## config.mk

```make
export PLATFORM = sky130hd
export DESIGN_NAME = piotc_timing_ctrl
export DESIGN_NICKNAME = d
export VERILOG_FILES = /design/src/shared/piotc_pkg.sv /design/src/rtl/piotc_edge_detect.sv /design/src/rtl/piotc_match_filter.sv /design/src/rtl/piotc_timing_ctrl.sv
export VERILOG_INCLUDE_DIRS = /design/src /design/src/shared
export SDC_FILE = /design/constraint.sdc
export NUM_CORES = 1
export LEC_CHECK = 0
export ABC_AREA = 1
export ABC_CLOCK_PERIOD_IN_PS = 4400
export CELL_PAD_IN_SITES_DETAIL_PLACEMENT = 1
export CELL_PAD_IN_SITES_GLOBAL_PLACEMENT = 1
export CORE_MARGIN = 2
export CORE_UTILIZATION = 43
export CTS_BUF_LIST = sky130_fd_sc_hd__clkbuf_8
export CTS_CLUSTER_SIZE = 8
export DETAILED_ROUTE_END_ITERATION = 10
export DONT_BUFFER_PORTS = 1
export HOLD_SLACK_MARGIN = 0.05
export PLACE_DENSITY = 0.77
export SLEW_MARGIN = 20
export SYNTH_ARGS = -nofsm -noshare
export SYNTH_HDL_FRONTEND = slang
export SYNTH_HIERARCHICAL = 1
export SYNTH_SLANG_ARGS = --single-unit
```

## constraint.sdc

```tcl
create_clock -name CLK -period 4.4 [get_ports CLK]
set_input_delay 0.44 -clock CLK [delete_from_list [all_inputs] [get_ports CLK]]
set_output_delay 0.44 -clock CLK [all_outputs]
set_load 0.005 [all_outputs]
```

## src/shared/piotc_defines.svh

```systemverilog
`ifndef PIOTC_DEFINES_SVH
`define PIOTC_DEFINES_SVH
// ****************************************
// register offsets
// ****************************************
`define PIOTC_OFS_CTRL    8'h00
`define PIOTC_OFS_CONFIG  8'h04
`define PIOTC_OFS_DIVISOR 8'h08
`define PIOTC_OFS_COUNT   8'h0c
`define PIOTC_OFS_PRE     8'h10
`define PIOTC_OFS_POST    8'h14
`define PIOTC_OFS_PATTERN 8'h18
`define PIOTC_OFS_MASK    8'h1c
`define PIOTC_OFS_STATUS  8'h20
`define PIOTC_OFS_WORDS   8'h24
// ****************************************
// fields
// ****************************************
`define PIOTC_CTL_START   0
`define PIOTC_CTL_STOP    1
`define PIOTC_CFG_DIR     0
`define PIOTC_CFG_WID_LO  1
`define PIOTC_CFG_WID_HI  2
`define PIOTC_CFG_GRP     3
`define PIOTC_CFG_EXT     4
`define PIOTC_CFG_POL     5
`define PIOTC_CFG_BEG     6
`define PIOTC_CFG_HALT    7
`define PIOTC_CFG_CONT    8
`define PIOTC_CFG_OVW     9
`define PIOTC_CFG_HSK     10
`define PIOTC_CFG_MEN     11
`define PIOTC_CFG_MHALT   12
`define PIOTC_CFG_MPOL    13
`define PIOTC_CFG_TB_LO   16
`define PIOTC_CFG_TB_HI   18
`define PIOTC_CFG_BITS    19
`define PIOTC_ST_BUSY     0
`define PIOTC_ST_WAIT     1
`define PIOTC_ST_DONE     2
`define PIOTC_ST_PREERR   3
`define PIOTC_ST_OVF      4
`define PIOTC_ST_UNF      5
`define PIOTC_ST_CFGERR   6
// ****************************************
// reset values and timing
// ****************************************
`define PIOTC_RST_DIVISOR 16'h0001
`define PIOTC_DIV_MAX     16'hff4b
`define PIOTC_CLK_HZ      10000000
`define PIOTC_CLK_NS      100
`define PIOTC_HOLD_NS     60
`define PIOTC_GLITCH_NS   20
`define PIOTC_HOLD_CYC    (((`PIOTC_HOLD_NS + `PIOTC_CLK_NS - 1) / `PIOTC_CLK_NS) > 0 ? ((`PIOTC_HOLD_NS + `PIOTC_CLK_NS - 1) / `PIOTC_CLK_NS) : 1)
`define PIOTC_TB_HZ_20M   20000000
`define PIOTC_TB_HZ_10M   10000000
`define PIOTC_TB_HZ_1M    1000000
`define PIOTC_TB_HZ_100K  100000
`define PIOTC_TB_HZ_10K   10000
`define PIOTC_TB_HZ_1K    1000
`define PIOTC_TB_HZ_100   100
`define PIOTC_TB_CNT(hz)  ((`PIOTC_CLK_HZ / (hz)) > 0 ? (`PIOTC_CLK_HZ / (hz)) : 1)
`endif

```

## src/shared/piotc_pkg.sv

```systemverilog
package piotc_pkg;
   typedef enum logic [1:0] {
      ST_IDLE,
      ST_WAIT_BEGIN,
      ST_RUN,
      ST_POST
   } piotc_state_t;

   typedef struct packed {
      logic prev;
      logic pulse;
   } piotc_edge_t;

   typedef struct packed {
      logic [7:0] run;
      logic       hit;
   } piotc_match_t;

   typedef struct packed {
      piotc_state_t state;
      logic [18:0]  cfg;
      logic [15:0]  divisor;
      logic [31:0]  count;
      logic [31:0]  pre;
      logic [31:0]  post;
      logic [31:0]  pattern;
      logic [31:0]  mask;
      logic [6:2]   flags;
      logic [31:0]  words;
      logic [31:0]  post_cnt;
      logic [16:0]  presc;
      logic [15:0]  divc;
      logic         int_fall;
      logic         int_rise;
      logic [31:0]  port_out;
      logic [31:0]  port_oe_n;
      logic [31:0]  host_word;
      logic         host_valid;
      logic         out_take;
      logic [31:0]  prdata;
      logic         pready;
      logic         pslverr;
   } piotc_regs_t;
endpackage

```

## src/rtl/piotc_edge_detect.sv

```systemverilog
`timescale 1ns/10ps
`default_nettype none
module piotc_edge_detect (
   // clock and reset
   input  wire logic clk,
   input  wire logic reset,
   // level and chosen edge
   input  wire logic level,
   input  wire logic rise_sel,
   // one pulse per chosen edge
   output logic      pulse
);
   import piotc_pkg::*;
   piotc_edge_t s_reg;
   piotc_edge_t s_next;

   always_comb begin
      s_next = s_reg;
      s_next.prev = level;
      s_next.pulse = rise_sel ? (level & ~s_reg.prev) : (~level & s_reg.prev);
   end

   always_ff @(posedge clk) begin
      if (reset) begin
         s_reg <= '0;
      end else begin
         s_reg <= s_next;
      end
   end

   assign pulse = s_reg.pulse;
endmodule
`default_nettype wire

```

## src/rtl/piotc_match_filter.sv

```systemverilog
`timescale 1ns/10ps
`default_nettype none
`include "piotc_defines.svh"
module piotc_match_filter #(
   parameter int HOLD = `PIOTC_HOLD_CYC
) (
   // clock and reset
   input  wire logic        clk,
   input  wire logic        reset,
   // compare setup
   input  wire logic        en,
   input  wire logic        mismatch,
   input  wire logic [31:0] data,
   input  wire logic [31:0] pattern,
   input  wire logic [31:0] mask,
   // qualified trigger pulse
   output logic             fire
);
   import piotc_pkg::*;
   localparam logic [7:0] HOLD_V = 8'(HOLD);
   piotc_match_t s_reg;
   piotc_match_t s_next;
   logic         cond;

   // only mask-one bits take part
   assign cond = mismatch ^ (((data ^ pattern) & mask) == 32'h0);

   // condition must stay for the hold time
   always_comb begin
      s_next = s_reg;
      s_next.hit = en & cond & (s_reg.run == HOLD_V - 8'h01);
      if (!en || !cond) begin
         s_next.run = 8'h00;
      end else if (s_reg.run != HOLD_V) begin
         s_next.run = s_reg.run + 8'h01;
      end
   end

   always_ff @(posedge clk) begin
      if (reset) begin
         s_reg <= '0;
      end else begin
         s_reg <= s_next;
      end
   end

   assign fire = s_reg.hit;
endmodule
`default_nettype wire

```

## src/rtl/piotc_timing_ctrl.sv

```systemverilog
// Function
// one word per active request edge
// request edge polarity programmable per source
// widths 8/16/32, group lane choice
// one direction per transfer
// internal rate is timebase over divisor; the 20 MHz timebase runs at the 10 MHz clock rate
// divisor accepts 1 to 65355
// software start unless hardware trigger used
// triggers honoured in pattern mode only
// start trigger holds off transfer
// stop trigger keeps post words, halts
// early stop trigger flags pretrigger error
// stop before start trigger ignored
// pattern match trigger, input only
// masked compare, match or mismatch polarity
// hold 60 ns detected, 20 ns rejected; code fires on a condition seen at one 100 ns clock edge
// finite mode ends after programmed count
// full host buffer stops with error
// overwrite keeps acquiring when full
// peripheral clock enters request input
// peripheral gives one extra final edge
// request edge each divisor timebase ticks
`timescale 1ns/10ps
`default_nettype none
`include "piotc_defines.svh"
module piotc_timing_ctrl #(
   parameter int TB_CNT_1K  = `PIOTC_TB_CNT(`PIOTC_TB_HZ_1K),
   parameter int TB_CNT_100 = `PIOTC_TB_CNT(`PIOTC_TB_HZ_100)
) (
   // clock and reset
   input  wire logic        CLK,
   input  wire logic        RESET,
   // apb slave
   input  wire logic        PSEL,
   input  wire logic        PENABLE,
   input  wire logic        PWRITE,
   input  wire logic [7:0]  PADDR,
   input  wire logic [31:0] PWDATA,
   output logic [31:0]      PRDATA,
   output logic             PREADY,
   output logic             PSLVERR,
   // peripheral pins
   input  wire logic [31:0] PORT_IN,
   output logic [31:0]      PORT_OUT,
   output logic [31:0]      PORT_OE_N,
   input  wire logic        REQ_IN,
   input  wire logic        BEGIN_TRIGGER_INPUT,
   input  wire logic        HALT_TRIGGER_INPUT,
   // host buffer side
   input  wire logic        HOST_SPACE,
   output logic [31:0]      HOST_WORD,
   output logic             HOST_WORD_VALID,
   input  wire logic [31:0] OUT_WORD,
   input  wire logic        OUT_WORD_VALID,
   output logic             OUT_WORD_TAKE
);
   import piotc_pkg::*;

   piotc_regs_t s_reg;
   piotc_regs_t s_next;

   logic        setup;
   logic        wr;
   logic        start_cmd;
   logic        stop_cmd;
   logic        ext_pulse;
   logic        beg_pulse;
   logic        halt_pulse;
   logic        match_fire;
   logic        dir_out;
   logic        req_pol;
   logic        hsk;
   logic        ovw;
   logic        grp;
   logic [1:0]  wid;
   logic        match_ok;
   logic        need_begin;
   logic        cfg_bad;
   logic        begin_hit;
   logic        halt_hit;
   logic        running;
   logic        req_stb;
   logic        tb_tick;
   logic [16:0] tb_cnt;
   logic [31:0] base_mask;
   logic [31:0] lane_mask;
   logic [31:0] in_raw;
   logic [31:0] in_word;
   logic [31:0] out_lanes;
   logic [31:0] words_inc;
   logic [31:0] post_inc;
   logic [15:0] div_wr;
   logic [6:0]  status;

   // ****************************************
   // register bus decode
   // ****************************************
   assign setup = PSEL & ~PENABLE;
   assign wr = PSEL & PENABLE & PWRITE & s_reg.pready;
   assign start_cmd = wr && PADDR == `PIOTC_OFS_CTRL && PWDATA[`PIOTC_CTL_START];
   assign stop_cmd = wr && PADDR == `PIOTC_OFS_CTRL && PWDATA[`PIOTC_CTL_STOP];
   assign div_wr = (PWDATA[15:0] == 16'h0000) ? 16'h0001 :
                   (PWDATA[15:0] > `PIOTC_DIV_MAX) ? `PIOTC_DIV_MAX : PWDATA[15:0];
   assign status = {s_reg.flags, s_reg.state == ST_WAIT_BEGIN, s_reg.state != ST_IDLE};

   // ****************************************
   // configuration decode
   // ****************************************
   assign dir_out = s_reg.cfg[`PIOTC_CFG_DIR];
   assign req_pol = s_reg.cfg[`PIOTC_CFG_POL];
   assign hsk = s_reg.cfg[`PIOTC_CFG_HSK];
   assign ovw = s_reg.cfg[`PIOTC_CFG_OVW];
   assign grp = s_reg.cfg[`PIOTC_CFG_GRP];
   assign wid = s_reg.cfg[`PIOTC_CFG_WID_HI:`PIOTC_CFG_WID_LO];
   assign cfg_bad = (wid == 2'h3) | (grp & wid == 2'h2) | (s_reg.cfg[`PIOTC_CFG_MEN] & dir_out);
   assign match_ok = s_reg.cfg[`PIOTC_CFG_MEN] & ~dir_out & ~hsk;
   assign need_begin = ~hsk & (s_reg.cfg[`PIOTC_CFG_BEG] |
                       (match_ok & ~s_reg.cfg[`PIOTC_CFG_MHALT]));
   assign begin_hit = ~hsk & ((s_reg.cfg[`PIOTC_CFG_BEG] & beg_pulse) |
                      (match_ok & ~s_reg.cfg[`PIOTC_CFG_MHALT] & match_fire));
   assign halt_hit = ~hsk & ((s_reg.cfg[`PIOTC_CFG_HALT] & halt_pulse) |
                     (match_ok & s_reg.cfg[`PIOTC_CFG_MHALT] & match_fire));
   assign running = s_reg.state == ST_RUN || s_reg.state == ST_POST;

   // ****************************************
   // lane selection
   // ****************************************
   assign base_mask = (wid == 2'h0) ? 32'h000000ff : (wid == 2'h1) ? 32'h0000ffff : 32'hffffffff;
   assign lane_mask = grp ? {base_mask[15:0], 16'h0000} : base_mask;
   assign in_raw = PORT_IN & lane_mask;
   assign in_word = grp ? {16'h0000, in_raw[31:16]} : in_raw;
   assign out_lanes = (grp ? {OUT_WORD[15:0], 16'h0000} : OUT_WORD) & lane_mask;
   assign words_inc = s_reg.words + 32'h00000001;
   assign post_inc = s_reg.post_cnt + 32'h00000001;

   // ****************************************
   // request timing
   // ****************************************
   assign tb_cnt = (s_reg.cfg[18:16] == 3'h0) ? 17'(`PIOTC_TB_CNT(`PIOTC_TB_HZ_20M)) :
                   (s_reg.cfg[18:16] == 3'h1) ? 17'(`PIOTC_TB_CNT(`PIOTC_TB_HZ_10M)) :
                   (s_reg.cfg[18:16] == 3'h2) ? 17'(`PIOTC_TB_CNT(`PIOTC_TB_HZ_1M)) :
                   (s_reg.cfg[18:16] == 3'h3) ? 17'(`PIOTC_TB_CNT(`PIOTC_TB_HZ_100K)) :
                   (s_reg.cfg[18:16] == 3'h4) ? 17'(`PIOTC_TB_CNT(`PIOTC_TB_HZ_10K)) :
                   (s_reg.cfg[18:16] == 3'h5) ? 17'(TB_CNT_1K) : 17'(TB_CNT_100);
   assign tb_tick = s_reg.presc == tb_cnt - 17'h00001;
   // external rising by default, internal falling by default
   assign req_stb = s_reg.cfg[`PIOTC_CFG_EXT] ? ext_pulse :
                    (req_pol ? s_reg.int_rise : s_reg.int_fall);

   piotc_edge_detect u_req_edge (
      .clk      (CLK),
      .reset    (RESET),
      .level    (REQ_IN),
      .rise_sel (~req_pol),
      .pulse    (ext_pulse)
   );

   piotc_edge_detect u_begin_edge (
      .clk      (CLK),
      .reset    (RESET),
      .level    (BEGIN_TRIGGER_INPUT),
      .rise_sel (1'b1),
      .pulse    (beg_pulse)
   );

   piotc_edge_detect u_halt_edge (
      .clk      (CLK),
      .reset    (RESET),
      .level    (HALT_TRIGGER_INPUT),
      .rise_sel (1'b1),
      .pulse    (halt_pulse)
   );

   piotc_match_filter u_match (
      .clk      (CLK),
      .reset    (RESET),
      .en       (match_ok & (s_reg.state == ST_WAIT_BEGIN || s_reg.state == ST_RUN)),
      .mismatch (s_reg.cfg[`PIOTC_CFG_MPOL]),
      .data     (in_word),
      .pattern  (s_reg.pattern),
      .mask     (s_reg.mask),
      .fire     (match_fire)
   );

   // ****************************************
   // next state
   // ****************************************
   always_comb begin
      logic [6:2] set;
      logic       go_idle;
      set = 5'h00;
      go_idle = 1'b0;
      s_next = s_reg;
      s_next.host_valid = 1'b0;
      s_next.out_take = 1'b0;
      s_next.int_fall = 1'b0;
      s_next.int_rise = s_reg.int_fall;
      s_next.port_oe_n = dir_out ? ~lane_mask : 32'hffffffff;
      // register access
      s_next.pready = setup;
      s_next.pslverr = 1'b0;
      if (setup) begin
         case (PADDR)
            `PIOTC_OFS_CTRL:    s_next.prdata = 32'h00000000;
            `PIOTC_OFS_CONFIG:  s_next.prdata = {13'h0000, s_reg.cfg};
            `PIOTC_OFS_DIVISOR: s_next.prdata = {16'h0000, s_reg.divisor};
            `PIOTC_OFS_COUNT:   s_next.prdata = s_reg.count;
            `PIOTC_OFS_PRE:     s_next.prdata = s_reg.pre;
            `PIOTC_OFS_POST:    s_next.prdata = s_reg.post;
            `PIOTC_OFS_PATTERN: s_next.prdata = s_reg.pattern;
            `PIOTC_OFS_MASK:    s_next.prdata = s_reg.mask;
            `PIOTC_OFS_STATUS:  s_next.prdata = {25'h0000000, status};
            `PIOTC_OFS_WORDS:   s_next.prdata = s_reg.words;
            default: begin
               s_next.prdata = 32'h00000000;
               s_next.pslverr = 1'b1;
            end
         endcase
      end
      if (wr && s_reg.state == ST_IDLE) begin
         case (PADDR)
            `PIOTC_OFS_CONFIG:  s_next.cfg = PWDATA[18:0];
            `PIOTC_OFS_DIVISOR: s_next.divisor = div_wr;
            `PIOTC_OFS_COUNT:   s_next.count = PWDATA;
            `PIOTC_OFS_PRE:     s_next.pre = PWDATA;
            `PIOTC_OFS_POST:    s_next.post = PWDATA;
            `PIOTC_OFS_PATTERN: s_next.pattern = PWDATA;
            `PIOTC_OFS_MASK:    s_next.mask = PWDATA;
            default: begin
            end
         endcase
      end
      // internal request generator
      if (s_reg.state == ST_IDLE) begin
         s_next.presc = 17'h00000;
         s_next.divc = 16'h0000;
      end else begin
         s_next.presc = tb_tick ? 17'h00000 : s_reg.presc + 17'h00001;
         if (tb_tick) begin
            if (s_reg.divc == s_reg.divisor - 16'h0001) begin
               s_next.divc = 16'h0000;
               s_next.int_fall = 1'b1;
            end else begin
               s_next.divc = s_reg.divc + 16'h0001;
            end
         end
      end
      // transfer sequencing
      case (s_reg.state)
         ST_IDLE: begin
            if (start_cmd && cfg_bad) begin
               set[`PIOTC_ST_CFGERR] = 1'b1;
            end else if (start_cmd) begin
               s_next.words = 32'h00000000;
               s_next.post_cnt = 32'h00000000;
               s_next.state = need_begin ? ST_WAIT_BEGIN : ST_RUN;
            end
         end
         ST_WAIT_BEGIN: begin
            // halt trigger has no effect here
            if (begin_hit) begin
               s_next.state = ST_RUN;
            end
         end
         ST_RUN, ST_POST: begin
            if (req_stb) begin
               if (!dir_out && (HOST_SPACE || ovw)) begin
                  s_next.host_word = in_word;
                  s_next.host_valid = 1'b1;
               end else if (!dir_out) begin
                  set[`PIOTC_ST_OVF] = 1'b1;
                  go_idle = 1'b1;
               end else if (OUT_WORD_VALID) begin
                  s_next.port_out = out_lanes;
                  s_next.out_take = 1'b1;
               end else if (!ovw) begin
                  set[`PIOTC_ST_UNF] = 1'b1;
                  go_idle = 1'b1;
               end
               if (!go_idle) begin
                  s_next.words = words_inc;
                  if (!s_reg.cfg[`PIOTC_CFG_CONT] && words_inc >= s_reg.count) begin
                     set[`PIOTC_ST_DONE] = 1'b1;
                     go_idle = 1'b1;
                  end
                  if (s_reg.state == ST_POST) begin
                     s_next.post_cnt = post_inc;
                     if (post_inc >= s_reg.post) begin
                        set[`PIOTC_ST_DONE] = 1'b1;
                        go_idle = 1'b1;
                     end
                  end
               end
            end
            if (s_reg.state == ST_RUN && halt_hit && !go_idle) begin
               if (s_reg.words < s_reg.pre) begin
                  set[`PIOTC_ST_PREERR] = 1'b1;
               end
               if (s_reg.post == 32'h00000000) begin
                  set[`PIOTC_ST_DONE] = 1'b1;
                  go_idle = 1'b1;
               end else begin
                  s_next.state = ST_POST;
               end
            end
         end
         default: begin
            s_next.state = ST_IDLE;
         end
      endcase
      if (go_idle || stop_cmd) begin
         s_next.state = ST_IDLE;
      end
      // sticky flags, a set beats a write-one clear
      if (wr && PADDR == `PIOTC_OFS_STATUS) begin
         s_next.flags = (s_reg.flags & ~PWDATA[6:2]) | set;
      end else begin
         s_next.flags = s_reg.flags | set;
      end
   end

   always_ff @(posedge CLK) begin
      if (RESET) begin
         s_reg <= '0;
         s_reg.divisor <= `PIOTC_RST_DIVISOR;
         s_reg.port_oe_n <= 32'hffffffff;
      end else begin
         s_reg <= s_next;
      end
   end

   assign PRDATA = s_reg.prdata;
   assign PREADY = s_reg.pready;
   assign PSLVERR = s_reg.pslverr;
   assign PORT_OUT = s_reg.port_out;
   assign PORT_OE_N = s_reg.port_oe_n;
   assign HOST_WORD = s_reg.host_word;
   assign HOST_WORD_VALID = s_reg.host_valid;
   assign OUT_WORD_TAKE = s_reg.out_take;
endmodule
`default_nettype wire

```

==> results of run 1 <==
## power groups by stage
stage / clock network, mW / registers [mW] / logic [mW]
after detailed placement: 0 / 3.89 / 0.147
final: 3.87 / 3.81 / 0.251
after global routing: 4.10 / 3.81 / 0.265
after CTS: 3.91 / 3.81 / 0.242
after floorplan: 0 / 3.89 / 0.107
after global placement: 0 / 3.89 / 0.143
## placed cells by master, fill, tap and decap left out, types with 23 or more instances in the layout
master                            n
sky130_fd_sc_hd__nand2_1        662
sky130_fd_sc_hd__inv_1          422
sky130_fd_sc_hd__dfxtp_1        420
sky130_fd_sc_hd__a21oi_1        359
sky130_fd_sc_hd__o21ai_0        290
sky130_fd_sc_hd__nor2_1         261
sky130_fd_sc_hd__nand3_1        164
sky130_fd_sc_hd__ha_1           108
sky130_fd_sc_hd__clkbuf_8        94
sky130_fd_sc_hd__xor2_1          79
sky130_fd_sc_hd__dlygate4sd3_1   75
sky130_fd_sc_hd__nor3_1          41
sky130_fd_sc_hd__nand4_1         39
sky130_fd_sc_hd__buf_4           37
sky130_fd_sc_hd__a221oi_1        34
sky130_fd_sc_hd__nor4_1          24
sky130_fd_sc_hd__o22ai_1         23
## path summary, 6_finish.rpt
kind / end / start
setup / recovery: s_reg[431]$_SDFFE_PP0P_ / s_reg[167]$_SDFFE_PP0P_
hold / removal: HOST_WORD[14]$_SDFFE_PP0P_ / PORT_IN[14]
setup reg to reg: s_reg[431]$_SDFFE_PP0P_ / s_reg[167]$_SDFFE_PP0P_
hold reg to reg: s_reg[132]$_SDFF_PP0_ / s_next[132]$_SDFF_PP0_
## per-stage QoR
| step | setup WS, ps | utilization (%) | instances | total power [mW] | hold slack, ps |
|---|---|---|---|---|---|
| floorplan | 1170 | - | 3359 | 4.00 | 405 |
| global placement | 650 | 43.1 | 3832 | 4.04 | 424 |
| detailed placement | 433 | 43.1 | 3832 | 4.04 | 423 |
| CTS | 383 | 47.4 | 4048 | 7.96 | 54.8 |
| global route | 41.1 | 47.5 | 4051 | 8.18 | 106 |
| finish | 403 | 47.5 | 4052 | 7.94 | 106 |
## cell type report
| cell class | count | area [sq um] |
|---|---|---|
| Sequential cell | 420 | 8410 |
| Tap cell | 696 | 871 |
| Antenna cell | 3 | 7.51 |
| Timing Repair Buffer | 114 | 1080 |
| Clock inverter | 46 | 254 |
| Clock buffer | 94 | 1290 |
| Inverter | 414 | 1560 |
| Fill cell | 6940 | 28300 |
| Multi-Input combinational cell | 2265 | 12100 |
## cell families (layout without fill, tap and decap cells)
| family | count (synthesis) | after routing | share of synthesized area (%) |
|---|---|---|---|
| XOR/XNOR | 101 | 101 | 3.79 |
| multiplexers | 16 | 16 | 0.681 |
| adder cells (fa/ha/maj) | 108 | 108 | 5.74 |
| buffers and inverters | 674 | 668 | 12.9 |
| flip-flops | 420 | 420 | 35.7 |
| other | 1 | 7 | 0.0159 |
| AND/OR/NAND/NOR | 1261 | 1261 | 23.2 |
| AO/OA/AOI/OAI | 775 | 775 | 18.0 |
## synth_stat cells (all sizes together)
| cell | instances | share of area (%) |
|---|---|---|
| a2111oi | 1 | 0.037 |
| nor4 | 26 | 0.78 |
| o41ai | 5 | 0.19 |
| nor3 | 52 | 1.4 |
| dfxtp | 420 | 36 |
| a21oi | 361 | 7.7 |
| clkinv | 9 | 0.14 |
| a211oi | 8 | 0.26 |
| xnor2 | 22 | 0.85 |
| or2 | 6 | 0.16 |
| nand4 | 39 | 1.0 |
| and3 | 2 | 0.053 |
| or3 | 1 | 0.027 |
| o21a | 5 | 0.16 |
| a221oi | 34 | 1.3 |
| o22ai | 23 | 0.61 |
| a21o | 5 | 0.16 |
| nand2 | 669 | 11 |
| a31o | 1 | 0.037 |
| nand3 | 174 | 3.9 |
| nor3b | 4 | 0.15 |
| conb | 1 | 0.016 |
| nor2 | 287 | 4.9 |
| o2111ai | 9 | 0.34 |
| ha | 108 | 5.7 |
| clkbuf | 115 | 1.8 |
| mux2i | 16 | 0.68 |
| o21ai | 294 | 6.3 |
| o211ai | 13 | 0.41 |
| o221ai | 11 | 0.41 |
| o21bai | 2 | 0.064 |
| o31ai | 3 | 0.096 |
| buf | 145 | 4.4 |
| xor2 | 79 | 2.9 |
| and2 | 1 | 0.027 |
| inv | 405 | 6.5 |
## repair_timing
action / 4_1_cts / 5_1_grt
gates resized for setup: 0 / 4
setup buffers: 0 / 0
endpoints found under the hold margin: 265 / 0
endpoints found under the setup margin: 0 / 2
hold buffers: 76 / 0
## worst max-delay path, stage by stage (launching register included)
cell,delay [ps]
sky130_fd_sc_hd__dfxtp_1,400
sky130_fd_sc_hd__ha_1,230
sky130_fd_sc_hd__nand3_2,130
sky130_fd_sc_hd__nor2_4,150
sky130_fd_sc_hd__nand3_4,120
sky130_fd_sc_hd__nor3_4,230
sky130_fd_sc_hd__nand3_2,140
sky130_fd_sc_hd__nor2_4,150
sky130_fd_sc_hd__nand2_4,70
sky130_fd_sc_hd__nor2_4,120
sky130_fd_sc_hd__nand2_1,90
sky130_fd_sc_hd__xor2_1,160
sky130_fd_sc_hd__inv_2,60
sky130_fd_sc_hd__ha_1,270
sky130_fd_sc_hd__nand2_1,70
sky130_fd_sc_hd__nor2_1,160
sky130_fd_sc_hd__nand2_1,100
sky130_fd_sc_hd__nor4_1,200
sky130_fd_sc_hd__nand2_1,120
sky130_fd_sc_hd__nand2_2,150
sky130_fd_sc_hd__nand2_1,90
sky130_fd_sc_hd__nand3_1,90
sky130_fd_sc_hd__nand2_1,100
sky130_fd_sc_hd__nand3_1,120
sky130_fd_sc_hd__nand2_1,100
sky130_fd_sc_hd__nand2_1,90
sky130_fd_sc_hd__nand2_1,60
sky130_fd_sc_hd__a21oi_1,130
## layer usage
layer  up-vias  share of wire, %  track usage [%]
met5         -             0.049                0
met4         6               4.6             15.2
met3       226               7.4             6.99
met2       833                46             53.9
met1     11436                42             40.5
li1      10822                 -                -
==> impl_summary.txt, run 1 <==
----------------------------------------------------
[Synthesis]
  Mean Syn Cell Area ... approximately 7.0 sq um
  Seq cells post-synth ... 420
  Yosys warnings ... 6
  Netlist area before placement ... approximately 0.024 sq mm
  Register area share after synthesis ... between 30% and 40%
  Cell variety after synth ... 55
  Cells after Synth ... 3356

[Die]
  Area of the die ... around 0.057 sq mm
  I/O pin cnt ... roughly 250
  Cell Rows ... 85
  Die X-Extent ... 238 um
  Initial standard-cell utilization of the core ... 43.6%
  Die boundary height ... roughly 240 um
  Placeable core area ... ~0.054 sq mm

[STA]
  Setup_tns ... 0 ps
  Highest achievable clock rate ... between 0.2 and 0.3 GHz
  Setup repair after global routing missed its margin ... no
  Clock tree skew after final layout ... 24.8 ps
  Min Clock Period, post-route ... 4000 ps
  Final count of pins violating max slew ... 0
  Number of endpoints failing setup at the final stage ... 0
  Worst relative slew slack ... 32.6%
  Worst-Margin Slew ... between 1000 and 1500 ps
  Final period utilization ... just over 90%
  Hold Fails Final Rpt ... 0

[Detailed routing]
  Average via count per standard cell ... roughly 5.8
  Wire length per cell after detailed routing ... around 23 um
  Number of DRC violations after detailed routing ... 0
  Total number of vias ... roughly 23000
  Total Wirelength ... 94000 um
  Detailed-router iteration count before antenna repair ... 6
  Number of violations reported at the end of detailed-routing iteration 0 ... roughly 1800
  Post-route antenna net violation count ... 0

[Placed design]
  Global placement routability congestion ... around 0.96
  DPL Wire Length ... around 70000 um
  Quantity of I/O buffers inserted on ports ... 0
  Placement Cell Area ... roughly 0.023 sq mm

[Power]
  P_sw ... 2.05 mW
  Sequential fraction of design power ... a little under half
  PD cells ... 310 mW/mm^2
  Switching share of power ... between 20% and 30%
  Maximum vdd ir drop ... ~0.24 mV
  Comb power frac ... 3.2%
  Leakage Power ... around 10 nW
  Clock Power Share ... between 40% and 50%
  Cell internal power dissipation ... 5.89 mW

[Hold path]
  Hold path cells ... 4
  Min-Delay Path Class ... input pin to flip-flop

[Clocking]
  Bufs on Longest Clock Path ... 3
  Reg clk slew, reported paths ... around 60 ps
  Clock tree from TritonCTS ... done
  Clock latency on the worst-skew pair ... ~720 ps
  Clock sink count ... 420
  Clock tree root buffer cell ... sky130_fd_sc_hd__clkbuf_8
  H-tree depth ... 3
  Num CTS Buffers ... slightly below 80

[Global route]
  Initial antenna violation count ... 6
  Global-route congestion overflow total ... 0
  First-pass GRT wire length ... ~140000 um
  Total Routing Usage GR ... between 30% and 40%
  Pin count of the biggest net entering global routing ... 170
  Via count of the first global-routing pass ... about 24000

[Flow run]
  Max-cap viol count ... 0

[Cells and area]
  Nets ... 3516
  Area Overhead vs Synth ... 8.88%
  Largest register FFs ... 295
  Ratio of cells with drive above 1 in the final layout ... 6.80%
  Cell area after layout ... roughly 0.026 sq mm

[Worst setup path]
  Crit start category ... flip-flop
  Highest fanout seen on the critical path ... 5
  Depth of the most critical reg-to-reg path ... 27
  Data arrival, critical path ... between 4000 and 5000 ps
  Internal reg-to-reg setup slack ... about 400 ps
  Startpoint-to-endpoint class of the critical path ... flip-flop to flip-flop
  Data required, critical path ... 5030 ps
  CP endpoint kind ... flip-flop

[Status]
  Outcome ... finished, final reports clean

----------------------------------------------------
(Power assumes the default switching activity.)
==> inputs of run 2 (changes only) <==
Settings changed: MAX_ROUTING_LAYER from default to met4, SYNTH_HIERARCHICAL 1 to default.
==> impl_summary.txt, run 2 <==
----------------------------------------------------
[Placed design]
  Placement-stage worst setup slack ... between 500 and 600 ps
  Quantity of I/O buffers inserted on ports ... 0
  DPL Wire Length ... 70500 um
  Number of placed instances with taps included ... between 3000 and 4000
  Global placement routability congestion ... around 1

[Clocking]
  Bufs on Longest Clock Path ... 3
  Clock latency on the worst-skew pair ... between 600 and 700 ps
  Resized cells post-CTS ... 0
  Clock sink count ... 420
  Clock tree from TritonCTS ... done
  Num CTS Buffers ... 79
  Clock tree root buffer cell ... sky130_fd_sc_hd__clkbuf_8
  Reg clk slew, reported paths ... about 60 ps
  H-tree depth ... 3

[Cells and area]
  Nets ... 3463
  Total of fill cells in the finished design ... 6898
  Multi-input logic area ... approximately 0.012 sq mm
  Utilization after layout ... a little under half
  Ratio of cells with drive above 1 in the final layout ... 6.53%
  Most common cell after layout, fill and taps aside ... sky130_fd_sc_hd__nand2_1
  Sequential cell area in the final layout ... about 0.0084 sq mm
  Largest register FFs ... slightly below 300
  Area Overhead vs Synth ... 8.97%
  Number of standard cells in the layout, taps in and fillers out ... 3997
  Commonest cells after routing, fill and taps aside ... 665 x sky130_fd_sc_hd__nand2_1, 419 x sky130_fd_sc_hd__dfxtp_1, 387 x sky130_fd_sc_hd__a21oi_1

[Worst setup path]
  Startpoint-to-endpoint class of the critical path ... flip-flop to flip-flop
  Data arrival, critical path ... around 4500 ps
  Data required, critical path ... slightly below 5000 ps
  Crit start category ... flip-flop
  CP endpoint kind ... flip-flop
  Highest fanout seen on the critical path ... 6

[Synthesis]
  Synth Area in Compound Gates ... between 10% and 20%
  Register area share after synthesis ... a little over a third
  Portion of netlist area occupied by mux cells ... less than 1%
  Post-synthesis adder-cell area fraction ... 5.78%
  Mean Syn Cell Area ... roughly 7.1 sq um
  Cells after Synth ... 3301
  Ranking of synthesized cells by area ... sky130_fd_sc_hd__dfxtp_1 36%, sky130_fd_sc_hd__nand2_1 11%, sky130_fd_sc_hd__a21oi_1 8.3%
  Post-synth top cells ... 665 x sky130_fd_sc_hd__nand2_1, 420 x sky130_fd_sc_hd__dfxtp_1, 387 x sky130_fd_sc_hd__a21oi_1
  Netlist area before placement ... ~0.023 sq mm
  Number of flops mapped to enable cells by yosys ... 0
  Yosys warnings ... 0
  Fraction of registers with async set or reset after synthesis ... 0%
  Seq cells post-synth ... 420
  Synth top area share ... ~36%
  Most frequently used cell type in the post-synthesis netlist ... sky130_fd_sc_hd__nand2_1
  Ys flop type ... sky130_fd_sc_hd__dfxtp_1
  Cell variety after synth ... 55
  Biggest area consumer among synthesized cells ... sky130_fd_sc_hd__dfxtp_1
  Main combinational cell family by area after synthesis ... simple AND/OR/NAND/NOR gates
  Net count of the mapped netlist ... 3523
  Post-Synth XOR/XNOR Area ... under 10%
  Simple-Gate Fraction of Synth Area ... 22.8%

[STA]
  Worst-Margin Slew ... 1200 ps
  Final worst slack ... ~480 ps
  Setup repair after global routing missed its margin ... no
  Highest achievable clock rate ... roughly 0.25 GHz
  Final period utilization ... 89.2%
  Hold Fails Final Rpt ... 0
  Worst relative slew slack ... about a fifth
  Final count of pins violating max slew ... 0
  Setup_tns ... 0 ps
  Min Clock Period, post-route ... around 3900 ps
  Clock tree skew after final layout ... ~42 ps
  Number of endpoints failing setup at the final stage ... 0

[Detailed routing]
  Post-route antenna net violation count ... 0
  Total Wirelength ... about 97000 um
  Wire length per cell after detailed routing ... 24.2 um
  Average via count per standard cell ... between 5 and 6
  Number of DRC violations after detailed routing ... 0
  Detailed-router iteration count before antenna repair ... 6
  Total number of vias ... 23429
  Number of violations reported at the end of detailed-routing iteration 0 ... 1943

[Power]
  Cell internal power dissipation ... about 6 mW
  P_sw ... ~2 mW
  Comb power frac ... 3.3%
  Switching share of power ... 25.0%
  Maximum vdd ir drop ... approximately 0.24 mV
  Leakage Power ... 10.2 nW
  Sequential fraction of design power ... between 40% and 50%
  Clock Power Share ... roughly 50%
  PD cells ... 313 mW/mm^2
  Overall power ... between 7 and 8 mW

[Global route]
  Via count of the first global-routing pass ... ~24000
  Total Routing Usage GR ... approximately a third
  Pin count of the biggest net entering global routing ... ~150
  Global-route congestion overflow total ... 0
  First-pass GRT wire length ... ~150000 um
  Initial antenna violation count ... 6

[Die]
  I/O pin cnt ... about 250
  Initial standard-cell utilization of the core ... 43.4%
  Area of the die ... between 0.05 and 0.06 sq mm
  Placeable core area ... between 0.05 and 0.06 sq mm
  Cell Rows ... 85
  Die boundary height ... around 240 um
  Die X-Extent ... about 240 um

[Hold path]
  Min-Delay Path Class ... input pin to flip-flop

[Flow run]
  Max-cap viol count ... 0

[Status]
  Outcome ... finished, final reports clean

----------------------------------------------------
[run 2: cell types whose count changed after synthesis, sizes merged, moves of 5 or more]
cell    delta
nor2      -36
o21ai     -10
inv       -40
or2        +9
nand4     +12
nand3     -20
a21oi     +27
clkbuf    -13
o22ai      +7
nand3b     +5
buf       +17
mux2i      -7
[run 2: logic make-up (layout without fill, tap and decap cells)]
family,count (synthesis),in the layout
compound gates,800,800
xor+xnor,98,98
fa+ha+maj,108,108
buf+inv,635,629
flops,420,420
mux,9,9
other cells,0,6
simple gates,1231,1231
[run 2: timing repair]
| item | CTS | global route |
|---|---|---|
| buffers inserted | 0 | 0 |
| hold buffers | 86 | 0 |
| hold endpoints to repair | 272 | 0 |
| endpoints found under the setup margin | 0 | 0 |
[run 2: area by class of cell]
class / instances / area share (%)
Sequential cell: 420 / 33.0
Inverter: 371 / 5.49
Tap cell: 696 / 3.42
Clock buffer: 100 / 5.40
Antenna cell: 6 / 0.0590
Multi-Input combinational cell: 2246 / 47.3
Clock inverter: 35 / 0.712
Timing Repair Buffer: 123 / 4.62
[run 2: worst max-delay path, cell delays in order, from the launching register on]
cell	delay [ps]
sky130_fd_sc_hd__dfxtp_1	460
sky130_fd_sc_hd__nand3_1	160
sky130_fd_sc_hd__inv_1	110
sky130_fd_sc_hd__nand3_2	120
sky130_fd_sc_hd__nor4_4	230
sky130_fd_sc_hd__nand3_1	190
sky130_fd_sc_hd__nor2_1	270
sky130_fd_sc_hd__nand2_1	170
sky130_fd_sc_hd__nor2_2	140
sky130_fd_sc_hd__nand3_1	100
sky130_fd_sc_hd__xor2_1	210
sky130_fd_sc_hd__ha_1	290
sky130_fd_sc_hd__a21oi_1	150
sky130_fd_sc_hd__o21ai_0	120
sky130_fd_sc_hd__nand2_1	80
sky130_fd_sc_hd__nand2_1	60
sky130_fd_sc_hd__a21oi_1	150
sky130_fd_sc_hd__nand2_1	110
sky130_fd_sc_hd__nand2_1	90
sky130_fd_sc_hd__nand3_1	70
sky130_fd_sc_hd__nand2_1	100
sky130_fd_sc_hd__nand3_1	110
sky130_fd_sc_hd__nand2_1	120
sky130_fd_sc_hd__nand2_1	70
sky130_fd_sc_hd__nand2_1	80
sky130_fd_sc_hd__a21oi_1	60
[run 2: power groups by stage]
stage               sequential [mW]  combinational [mW]  clock, mW
floorplan                      3.89               0.103          0
global placement               3.89               0.140          0
detailed placement             3.89               0.143          0
CTS                            3.81               0.252       3.93
global route                   3.81               0.271       4.12
finish                         3.81               0.259       3.89
[run 2: per-stage QoR]
step | area (sq um) | hold WS [ps]
2_1_floorplan | 23400 | 373
6_report | 25500 | 100
3_3_place_gp | 23000 | 385
4_1_cts | 25400 | 51.1
5_1_grt | 25500 | 106
3_5_place_dp | 23000 | 385
[run 2: worst paths after layout]
check / start / to / slack (ps) / depth (start not counted)
worst max-delay path: s_reg[201]$_SDFFE_PP0P_ / s_reg[431]$_SDFFE_PP0P_ / 480 / 25
worst min-delay path: PORT_IN[27] / HOST_WORD[11]$_SDFFE_PP0P_ / 100 / 4
worst max register to register: s_reg[201]$_SDFFE_PP0P_ / s_reg[431]$_SDFFE_PP0P_ / 480 / 25
worst min register to register: u_begin_edge.s_reg[1]$_SDFF_PP0_ / u_begin_edge.pulse$_SDFF_PP0_ / 390 / 1
[run 2: per-layer routing]
| layer | GRT usage [%] | share of wire [%] |
|---|---|---|
| met1 | 42.6 | 42 |
| met2 | 55.4 | 46 |
| met3 | 6.38 | 7.5 |
| met4 | 16.3 | 4.7 |
| met5 | - | 0 |
